[config.mk]
export PLATFORM = sky130hd
export DESIGN_NAME = serial_programmer_command_decoder
export DESIGN_NICKNAME = d
export VERILOG_FILES = /design/src/rtl/prog_pkg.sv /design/src/rtl/serial_programmer_command_decoder.sv /design/src/rtl/cmd_gate.sv /design/src/rtl/byte_count.sv
export VERILOG_INCLUDE_DIRS = /design/src /design/src/rtl
export SDC_FILE = /design/constraint.sdc
export NUM_CORES = 1
export LEC_CHECK = 0
export BUFFER_PORTS_ARGS = -buffer_cell sky130_fd_sc_hd__buf_2
export CAP_MARGIN = 20
export CORE_AREA = 2 2 135 137
export CTS_BUF_LIST = sky130_fd_sc_hd__clkbuf_4 sky130_fd_sc_hd__clkbuf_8
export DETAILED_ROUTE_END_ITERATION = 6
export DIE_AREA = 0 0 137 139
export PLACE_DENSITY = 0.67
export SETUP_SLACK_MARGIN = 0.3
export SLEW_MARGIN = 5
export SYNTH_ARGS = -nofsm -noshare
export SYNTH_HDL_FRONTEND = slang
export SYNTH_SLANG_ARGS = --single-unit
[constraint.sdc]
create_clock -name clock -period 3.6 [get_ports clock]
set_input_delay 0.72 -clock clock [delete_from_list [all_inputs] [get_ports clock]]
set_output_delay 0.72 -clock clock [all_outputs]
set_load 0.02 [all_outputs]
[src/rtl/prog_consts.svh]
// Constants for the serial programmer command decoder
`ifndef PROG_CONSTS_SVH
`define PROG_CONSTS_SVH
`define CMD_REV 8'h00
`define CMD_STAT_RD 8'h02
`define CMD_CTL_WR 8'h04
`define CMD_CTL_RD 8'h05
`define CMD_FCR_WR 8'h08
`define CMD_FCR_RD 8'h09
`define CMD_FL_WR 8'h0A
`define CMD_FL_RD 8'h0B
`define CMD_CRC 8'h0E
`define CMD_BAUD_RD 8'h1B
`define CMD_TEST_WR 8'hF0
`define CMD_TEST_RD 8'hF1
`define CTL_FLASH_BIT 7
`define CTL_RESET 8'h00
`define TEST_RESET 8'h00
`define FILL_BYTE 8'hFF
`define INFO_PAGE3 2'h3
`endif

[src/rtl/prog_pkg.sv]
// Types shared by the command decoder files
package prog_pkg;
   typedef enum logic [3:0] {
      ST_IDLE, ST_ARG, ST_SEND, ST_WDATA, ST_RDATA, ST_CRC_WAIT
   } dec_state_t;
endpackage

[src/rtl/serial_programmer_command_decoder.sv]
// Command decoder for the single-pin programming port
// Behaviour
// - Normal mode runs only the listed safe commands.
// - Flash mode runs all listed commands; protect bits gate flash.
// - Full protect blocks writes to main, page3.
// - Lower protect blocks writes lower half, page3.
// - Full protect blocks all main memory reads.
// - Lower protect blocks reads of lower half.
// - 00H returns revision, major byte first.
// - 02H returns status register byte.
// - 04H loads next byte into control register.
// - 05H returns control register byte.
// - 08H writes data bytes to consecutive controller registers.
// - 08H outside flash mode discards all bytes.
// - 09H returns bytes from consecutive controller registers.
// - 09H outside flash mode returns FFH bytes.
// - 0EH CRC read only in flash mode.
// - 1BH autobaud read in both modes.
// - F0H writes test register, both modes.
// - F1H reads test register, both modes.
// - Control bit 7 enters or leaves flash mode.
// - Bytes framed 8N1.5, LSB first, by framer.
`timescale 1ns/1ps
`include "prog_consts.svh"
module serial_programmer_command_decoder
   import prog_pkg::*;
#(
   parameter int AW = 16,
   parameter logic [15:0] PROGRAMMER_REVISION = 16'h0100 // Arbitrary value
) (
   // Clock and reset
   input wire logic clock,
   input wire logic nrst,
   // Received bytes from the framer
   input wire logic rx_valid,
   input wire logic [7:0] rx_data,
   // Bytes to the framer
   output logic tx_valid,
   output logic [7:0] tx_data,
   input wire logic tx_ready,
   // Protection option bits
   input wire logic full_read_write_protect,
   input wire logic lower_half_protect,
   // Flash controller register port
   output logic fcr_we,
   output logic fcr_re,
   output logic [7:0] fcr_addr,
   output logic [7:0] fcr_wdata,
   input wire logic [7:0] fcr_rdata,
   // Flash memory port
   input wire logic info_area,
   input wire logic [1:0] info_page,
   output logic flash_we,
   output logic flash_re,
   output logic [AW-1:0] flash_addr,
   output logic [7:0] flash_wdata,
   input wire logic [7:0] flash_rdata,
   // CRC engine
   output logic crc_start,
   input wire logic crc_done,
   input wire logic [15:0] crc_value,
   // Autobaud value
   input wire logic [11:0] autobaud_value,
   // Mode and registers out
   output logic [7:0] programmer_control_reg,
   output logic [7:0] test_register,
   output logic flash_access_enable_bit
);
   dec_state_t state_r;
   logic [7:0] cmd_r;
   logic [2:0] argc_r;
   logic [2:0] argn;
   logic [AW-1:0] addr_r;
   logic [AW-1:0] wr_addr_r;
   logic [15:0] size_r;
   logic [15:0] left_r;
   logic [7:0] ctl_r;
   logic [7:0] test_r;
   logic [7:0] tx_data_r;
   logic tx_valid_r;
   logic second_r;
   logic [7:0] lo_byte_r;
   logic [7:0] hi_byte_r;
   logic allowed;
   logic wr_block;
   logic rd_block;
   logic fcr_last;
   logic fcr_load;
   logic fcr_step;
   logic [7:0] status;
   logic flash_mode;
   logic acc;
   logic [7:0] fcr_wdata_r;
   logic [7:0] flash_wdata_r;
   logic fcr_we_r;
   logic flash_we_r;

   // Mode flag and register views
   assign flash_mode = ctl_r[`CTL_FLASH_BIT];
   assign flash_access_enable_bit = flash_mode;
   assign programmer_control_reg = ctl_r;
   assign test_register = test_r;
   assign status = {flash_mode, lower_half_protect, full_read_write_protect, 5'h00};
   assign tx_valid = tx_valid_r;
   assign tx_data = tx_data_r;
   // Write strobes show the address their byte was taken at, not the advanced one
   assign fcr_addr = fcr_we_r ? wr_addr_r[7:0] : addr_r[7:0];
   assign flash_addr = flash_we_r ? wr_addr_r : addr_r;
   assign fcr_wdata = fcr_wdata_r;
   assign flash_wdata = flash_wdata_r;
   assign fcr_we = fcr_we_r;
   assign flash_we = flash_we_r;
   assign acc = tx_valid_r && tx_ready;

   // Legality and protection of the command in hand
   cmd_gate #(.AW(AW)) u_gate (
      .cmd(cmd_r),
      .flash_mode(flash_mode),
      .full_read_write_protect(full_read_write_protect),
      .lower_half_protect(lower_half_protect),
      .info_area(info_area),
      .info_page(info_page),
      .addr(addr_r),
      .allowed(allowed),
      .wr_block(wr_block),
      .rd_block(rd_block)
   );

   // Controller register transfers count in bytes of one size byte
   assign fcr_load = (state_r == ST_ARG) && rx_valid && (argc_r == argn - 3'd1);
   assign fcr_step = ((cmd_r == `CMD_FCR_WR) && state_r == ST_WDATA && rx_valid)
      || ((cmd_r == `CMD_FCR_RD) && state_r == ST_RDATA && acc);
   byte_count #(.W(8)) u_count (
      .clock(clock),
      .nrst(nrst),
      .load(fcr_load),
      .size(rx_data),
      .step(fcr_step),
      .last(fcr_last)
   );

   // Argument byte count per command
   always_comb begin
      case (cmd_r)
         `CMD_CTL_WR, `CMD_TEST_WR: argn = 3'd1;
         `CMD_FCR_WR, `CMD_FCR_RD: argn = 3'd3;
         `CMD_FL_WR, `CMD_FL_RD: argn = 3'd4;
         default: argn = 3'd0;
      endcase
   end

   ////////////////////////////////////////////////////////////////////////
   // Sequencer; withheld commands still swallow their arguments, reserved ones take none
   always_ff @(posedge clock or negedge nrst) begin
      if (!nrst) begin
         state_r <= ST_IDLE;
         cmd_r <= 8'h00;
         argc_r <= 3'd0;
         addr_r <= '0;
         size_r <= 16'h0000;
         left_r <= 16'h0000;
         second_r <= 1'b0;
         lo_byte_r <= 8'h00;
         hi_byte_r <= 8'h00;
      end else begin
         case (state_r)
            ST_IDLE: begin
               if (rx_valid) begin
                  cmd_r <= rx_data;
                  argc_r <= 3'd0;
                  second_r <= 1'b0;
                  state_r <= ST_ARG;
               end
            end
            ST_ARG: begin
               if (argn == 3'd0) begin
                  // No arguments: answer or finish at once
                  if (!allowed) begin
                     state_r <= ST_IDLE;
                  end else if (cmd_r == `CMD_CRC) begin
                     state_r <= ST_CRC_WAIT;
                  end else begin
                     state_r <= ST_SEND;
                  end
               end else if (rx_valid) begin
                  argc_r <= argc_r + 3'd1;
                  if (cmd_r == `CMD_FCR_WR || cmd_r == `CMD_FCR_RD) begin
                     // Filler byte is counted, then dropped
                     if (argc_r == 3'd1) begin
                        addr_r <= {{(AW-8){1'b0}}, rx_data};
                     end
                  end else begin
                     case (argc_r)
                        3'd0: addr_r[AW-1:8] <= rx_data[AW-9:0];
                        3'd1: addr_r[7:0] <= rx_data;
                        3'd2: size_r[15:8] <= rx_data;
                        default: size_r[7:0] <= rx_data;
                     endcase
                  end
                  if (argc_r == argn - 3'd1) begin
                     left_r <= {size_r[15:8], rx_data};
                     if (cmd_r == `CMD_FCR_WR || cmd_r == `CMD_FL_WR) begin
                        state_r <= ST_WDATA;
                     end else if (cmd_r == `CMD_FCR_RD) begin
                        state_r <= ST_RDATA;
                     end else if (cmd_r == `CMD_FL_RD) begin
                        state_r <= allowed ? ST_RDATA : ST_IDLE;
                     end else begin
                        state_r <= ST_IDLE;
                     end
                  end
               end
            end
            ST_SEND: begin
               // Two-byte answers send high byte first
               if (acc) begin
                  if (!second_r && (cmd_r == `CMD_REV || cmd_r == `CMD_CRC
                        || cmd_r == `CMD_BAUD_RD)) begin
                     second_r <= 1'b1;
                  end else begin
                     state_r <= ST_IDLE;
                  end
               end
            end
            ST_WDATA: begin
               // Protection is judged on this edge, against the untouched address
               if (rx_valid) begin
                  addr_r <= addr_r + 1'b1;
                  left_r <= left_r - 16'h0001;
                  if ((cmd_r == `CMD_FCR_WR && fcr_last)
                        || (cmd_r == `CMD_FL_WR && left_r == 16'h0001)) begin
                     state_r <= ST_IDLE;
                  end
               end
            end
            ST_RDATA: begin
               // Next byte is fetched only once the framer took this one
               if (acc) begin
                  addr_r <= addr_r + 1'b1;
                  left_r <= left_r - 16'h0001;
                  if ((cmd_r == `CMD_FCR_RD && fcr_last)
                        || (cmd_r == `CMD_FL_RD && left_r == 16'h0001)) begin
                     state_r <= ST_IDLE;
                  end
               end
            end
            ST_CRC_WAIT: begin
               // Both bytes latched so a moving result cannot tear the answer
               if (crc_done) begin
                  lo_byte_r <= crc_value[7:0];
                  hi_byte_r <= crc_value[15:8];
                  state_r <= ST_SEND;
               end
            end
            default: state_r <= ST_IDLE;
         endcase
      end
   end

   ////////////////////////////////////////////////////////////////////////
   // Control and test registers
   always_ff @(posedge clock or negedge nrst) begin
      if (!nrst) begin
         ctl_r <= `CTL_RESET;
         test_r <= `TEST_RESET;
      end else if (state_r == ST_ARG && rx_valid && argn == 3'd1) begin
         if (cmd_r == `CMD_CTL_WR) begin
            ctl_r <= rx_data;
         end else if (cmd_r == `CMD_TEST_WR) begin
            test_r <= rx_data;
         end
      end
   end

   ////////////////////////////////////////////////////////////////////////
   // Write strobes; blocked or withheld bytes are simply dropped
   always_ff @(posedge clock or negedge nrst) begin
      if (!nrst) begin
         fcr_we_r <= 1'b0;
         flash_we_r <= 1'b0;
         fcr_wdata_r <= 8'h00;
         flash_wdata_r <= 8'h00;
         wr_addr_r <= '0;
      end else begin
         fcr_we_r <= 1'b0;
         flash_we_r <= 1'b0;
         if (state_r == ST_WDATA && rx_valid) begin
            // Keep the address this byte belongs to
            wr_addr_r <= addr_r;
            if (cmd_r == `CMD_FCR_WR) begin
               fcr_we_r <= flash_mode;
               fcr_wdata_r <= rx_data;
            end else begin
               flash_we_r <= allowed && !wr_block;
               flash_wdata_r <= rx_data;
            end
         end
      end
   end
   // A blocked byte still advances the address, so a partly protected
   // run lands its permitted bytes where the host expects them.

   ////////////////////////////////////////////////////////////////////////
   // Read strobes and answer byte
   assign fcr_re = state_r == ST_RDATA && cmd_r == `CMD_FCR_RD && flash_mode && !tx_valid_r;
   assign flash_re = state_r == ST_RDATA && cmd_r == `CMD_FL_RD && !rd_block && !tx_valid_r;
   assign crc_start = state_r == ST_ARG && cmd_r == `CMD_CRC && allowed;

   // Answer byte register; stands until the framer takes it
   always_ff @(posedge clock or negedge nrst) begin
      if (!nrst) begin
         tx_valid_r <= 1'b0;
         tx_data_r <= 8'h00;
      end else if (acc) begin
         tx_valid_r <= 1'b0;
      end else if (!tx_valid_r) begin
         if (state_r == ST_SEND) begin
            tx_valid_r <= 1'b1;
            case (cmd_r)
               `CMD_REV: tx_data_r <= second_r ? PROGRAMMER_REVISION[7:0]
                  : PROGRAMMER_REVISION[15:8];
               `CMD_STAT_RD: tx_data_r <= status;
               `CMD_CTL_RD: tx_data_r <= ctl_r;
               `CMD_CRC: tx_data_r <= second_r ? lo_byte_r : hi_byte_r;
               `CMD_BAUD_RD: tx_data_r <= second_r ? autobaud_value[7:0]
                  : {4'h0, autobaud_value[11:8]};
               `CMD_TEST_RD: tx_data_r <= test_r;
               default: tx_data_r <= `FILL_BYTE;
            endcase
         end else if (state_r == ST_RDATA) begin
            tx_valid_r <= 1'b1;
            if (cmd_r == `CMD_FCR_RD) begin
               tx_data_r <= flash_mode ? fcr_rdata : `FILL_BYTE;
            end else begin
               tx_data_r <= rd_block ? `FILL_BYTE : flash_rdata;
            end
         end
      end
   end
   // Framing of each byte is done by the serial framer outside.
endmodule

[src/rtl/cmd_gate.sv]
// Command legality and flash protection check
`timescale 1ns/1ps
`include "prog_consts.svh"
module cmd_gate #(
   parameter int AW = 16
) (
   // Command and mode
   input wire logic [7:0] cmd,
   input wire logic flash_mode,
   // Protection and target
   input wire logic full_read_write_protect,
   input wire logic lower_half_protect,
   input wire logic info_area,
   input wire logic [1:0] info_page,
   input wire logic [AW-1:0] addr,
   // Results
   output logic allowed,
   output logic wr_block,
   output logic rd_block
);
   logic lower;
   logic page3;
   // Lower half: top address bit clear
   assign lower = ~addr[AW-1];
   assign page3 = info_area && (info_page == `INFO_PAGE3);
   // Which codes run in normal mode
   always_comb begin
      case (cmd)
         `CMD_REV, `CMD_STAT_RD, `CMD_CTL_WR, `CMD_CTL_RD,
         `CMD_BAUD_RD, `CMD_TEST_WR, `CMD_TEST_RD: allowed = 1'b1;
         `CMD_FCR_WR, `CMD_FCR_RD, `CMD_FL_WR, `CMD_FL_RD,
         `CMD_CRC: allowed = flash_mode;
         default: allowed = 1'b0;
      endcase
   end
   // Write protect covers main memory and info page 3
   assign wr_block = (full_read_write_protect && (!info_area || page3))
      || (lower_half_protect && ((!info_area && lower) || page3));
   // Read protect covers main memory only
   assign rd_block = !info_area && (full_read_write_protect
      || (lower_half_protect && lower));
endmodule

[src/rtl/byte_count.sv]
// Transfer length counter; zero size means the maximum
`timescale 1ns/1ps
module byte_count #(
   parameter int W = 8
) (
   // Clock and reset
   input wire logic clock,
   input wire logic nrst,
   // Control
   input wire logic load,
   input wire logic [W-1:0] size,
   input wire logic step,
   // Status
   output logic last
);
   logic [W:0] left_r;
   // Zero size loads full range
   always_ff @(posedge clock or negedge nrst) begin
      if (!nrst) begin
         left_r <= '0;
      end else if (load) begin
         left_r <= (size == '0) ? {1'b1, {W{1'b0}}} : {1'b0, size};
      end else if (step && left_r != '0) begin
         left_r <= left_r - 1'b1;
      end
   end
   assign last = (left_r == {{W{1'b0}}, 1'b1});
endmodule

==> impl_results.md <==
* Critical path's largest stage delay at 0.50 ns
* Port bufs at 132
* Sequential area share after synthesis at 44.9%
* Slowest cell on crit path: or4_4
* Relative slew slack at 37.3%
* CP Data Required Time at 2.88 ns
* Largest fanout on the critical path at 7
* Max Slew Vio Count at 0
* Placement Setup Slack at 0.571 ns
* Pwr Total at 0.00577 W
* NumNets Final at 958
* Overall die width at 137 um
* Htree depth at 4
* PwrDens at 626 nW/um2
* Post-Syn Nets at 827
* Starting Density at 43.9%
* Pin count of the biggest net entering global routing at 86
* Drt initial violations at 348
* Tcrit/Tclk final at 90.4%
* VDD IR max at 0.374 mV
* Routability cong. at 0.891
* Crit. End Element: primary output
* Hold_buf cts at 0
* Maximum buffer depth of the clock tree at 2
* Final Worst Setup Slack at 0.346 ns
* Clock Sinks at 139
* CP Launch Point: cmd_r[1]$_DFFE_PN0P_
* Hold Violations, Final at 0
* Die H at 139 um
* Cell variety after synth at 76
* Footprint of the multi-input gates at 4000 um2
* Wirelength per Cell at 18.1 um
* Yosys top cell area share at 44.9%
* Top Registers: addr_r (16), left_r (16), wr_addr_r (16)
* Commonest cells in the netlist: dfrtp_1 (139), mux2_2 (100), nand2_1 (65)
* CTS Buf Count at 17
* DP Cell Count at 1081
* #FFs+latches synth at 139
* EDFF count, synth at 0
* Min-delay worst type: input pin to asynchronous set/reset pin
* Syn Std Cell Area at 7750 um2
* Post-synth ARST share at 100%
* RR Startpoint: cmd_r[5]$_DFFE_PN0P_
* Fin cells at 1128
* Core box area at 17700 um2
* Post-DP HPWL at 14000 um
* Crit path launch type: register
* GRT Total Usage at 22.0%
* Final core occ at 52.3%
* Top-level I/O count at 133
* DRT Wirelength at 20400 um
* Vias/cell at 5.77
* RSZ-0062 raised after global routing: true
* Residual DRC at 0
* CP Class: register to primary output
* Share of layout cells above drive strength 1 at 36.7%
* Worst-path cell chain: and4b_4 -> and4b_2 -> or4_4 -> a311o_1 -> and3_4 -> buf_2
* Area contributors post-synth: dfrtp_1 (45%), mux2_2 (15%), a21oi_1 (3.2%)
* Row cnt at 49
* Yosys top cell by area: dfrtp_1
* Cells after synthesis at 755
* Top_reg_cell synth: dfrtp_1
* CTS root buf: clkbuf_8
* CTS tree: built
* First-pass GRT wire length at 32800 um
* Die area at 19000 um2
* Initial antenna violation count at 0
* Synth Warn # at 0
* Min Tclk post-route at 3.25 ns
* Peak Freq at 307 MHz
* Final ANT Viol Nets at 0
* First-pass iteration count of the detailed router at 7
* Fillers at 1583
* Clock Skew at 0.0106 ns
* Most used standard cell by instance count after synthesis: dfrtp_1
* Grt ovf at 0
* Worst slew pin tran at 0.941 ns
* Finish-stage setup viols at 0
* Max-cap violations at 0
* WP data arrival at 2.53 ns
* Antenna diode count at 0
* Status: finished clean
* Routed vias at 6506
* Avg Cell Area, Syn at 10.3 um2
* Leak Pwr at 4.38 nW
* Vias in the first global route at 6255
* Worst skew pair latency at 0.46 ns
* Layout area overhead at 19.1%
* Worst-path clk slew at 0.08 ns
* Setup TNS at 0 ns
* Register area at 3490 um2
## cells by family (layout without fill, tap and decap cells)
logic type               Yosys count  after routing  share of synthesized area [%]
AO/OA/AOI/OAI                    200            200                           17.3
buffers and inverters             67            211                           3.68
flip-flops                       139            139                           44.9
adder cells (fa/ha/maj)           10             10                           1.61
XOR/XNOR                           7              7                          0.791
AND/OR/NAND/NOR                  215            215                           14.9
multiplexers                     117            117                           16.8
## critical path: cells and delay by family (launching register included)
kind / cells / cell delay (ns)
compound gates: 1 / 0.31
simple gates: 4 / 1.14
buf+inv: 1 / 0.16
flops: 1 / 0.46
## power breakdown
group          total (W)  internal [W]  switching (W)
clock            0.00154      0.000919       0.000618
combinational    0.00194      0.000838        0.00110
sequential       0.00230       0.00192       0.000382
total            0.00577       0.00367        0.00210
## metrics by stage
stage,hold WS (ns),cell area (um2)
after floorplan,0.424,7750
after global placement,0.456,8610
after detailed placement,0.462,8610
after CTS,0.340,9210
after global routing,0.360,9230
final,0.316,9230
## worst paths after layout
kind                       cells past startpoint  slack, ns                             to
setup / recovery                               6       0.35                      crc_start
min in group clock                             2       0.46             tx_valid$_DFF_PN0_
hold / removal                                 1       0.32      wr_addr_r[14]$_DFFE_PN0P_
max in group asynchronous                      2       2.48           cmd_r[2]$_DFFE_PN0P_
hold reg to reg                                1       0.47         tx_data[4]$_DFFE_PN0P_
setup reg to reg                               8       0.83  u_count.left_r[6]$_DFFE_PN0P_
## timing repair
| item | in CTS | in global routing |
|---|---|---|
| resized for setup | 8 | 2 |
| setup endpoints to repair | 2 | 2 |
| buffers inserted | 14 | 1 |
| gates cloned | 0 | 0 |
| endpoints found under the hold margin | 0 | 0 |
| pin swaps | 1 | 0 |
## cells in the final DEF (no fill, tap or decap), types with 6 or more instances in the layout
| cell | synthesis | final |
|---|---|---|
| clkbuf_8 | 0 | 22 |
| a21o_1 | 7 | 7 |
| nand2b_1 | 6 | 6 |
| a21oi_1 | 49 | 49 |
| nand2_1 | 65 | 64 |
| or3_1 | 7 | 7 |
| a221oi_1 | 8 | 8 |
| buf_2 | 12 | 131 |
| o21ai_1 | 21 | 21 |
| nor2b_1 | 7 | 7 |
| dfrtp_2 | 0 | 6 |
| mux2i_1 | 14 | 14 |
| nor3_1 | 11 | 11 |
| nor4_1 | 11 | 11 |
| ha_1 | 10 | 10 |
| inv_1 | 16 | 16 |
| and2_1 | 6 | 6 |
| a31oi_1 | 8 | 8 |
| a32o_1 | 6 | 6 |
| and3_1 | 7 | 7 |
| dfrtp_1 | 139 | 133 |
| mux2_2 | 100 | 100 |
| a22o_1 | 6 | 6 |
| o21ai_0 | 33 | 33 |
| nand4_1 | 6 | 6 |
| nand3_1 | 20 | 20 |
| nor2_1 | 41 | 40 |
| o22ai_1 | 18 | 18 |
| buf_4 | 1 | 30 |
## area by class of cell
type / instances / area share, %
flip-flops and latches: 139 / 37.8
inverters: 16 / 0.651
multi-input cells: 549 / 43.3
well taps: 229 / 3.11
clock buffers: 22 / 3.28
clock inverters: 10 / 1.98
repair buffers: 163 / 9.88
## layer usage
metal / share of wire (%) / vias to the layer above / GRT usage [%] / wire [um]
met5: 0 / - / 0 / 0
met4: 1.9 / 0 / 7.22 / 397
met3: 5.3 / 32 / 5.26 / 1080
met2: 48 / 194 / 35.3 / 9710
met1: 45 / 3216 / 29.3 / 9210
li1: - / 3064 / - / -
No activity file was read; power rests on OpenSTA's default activity.
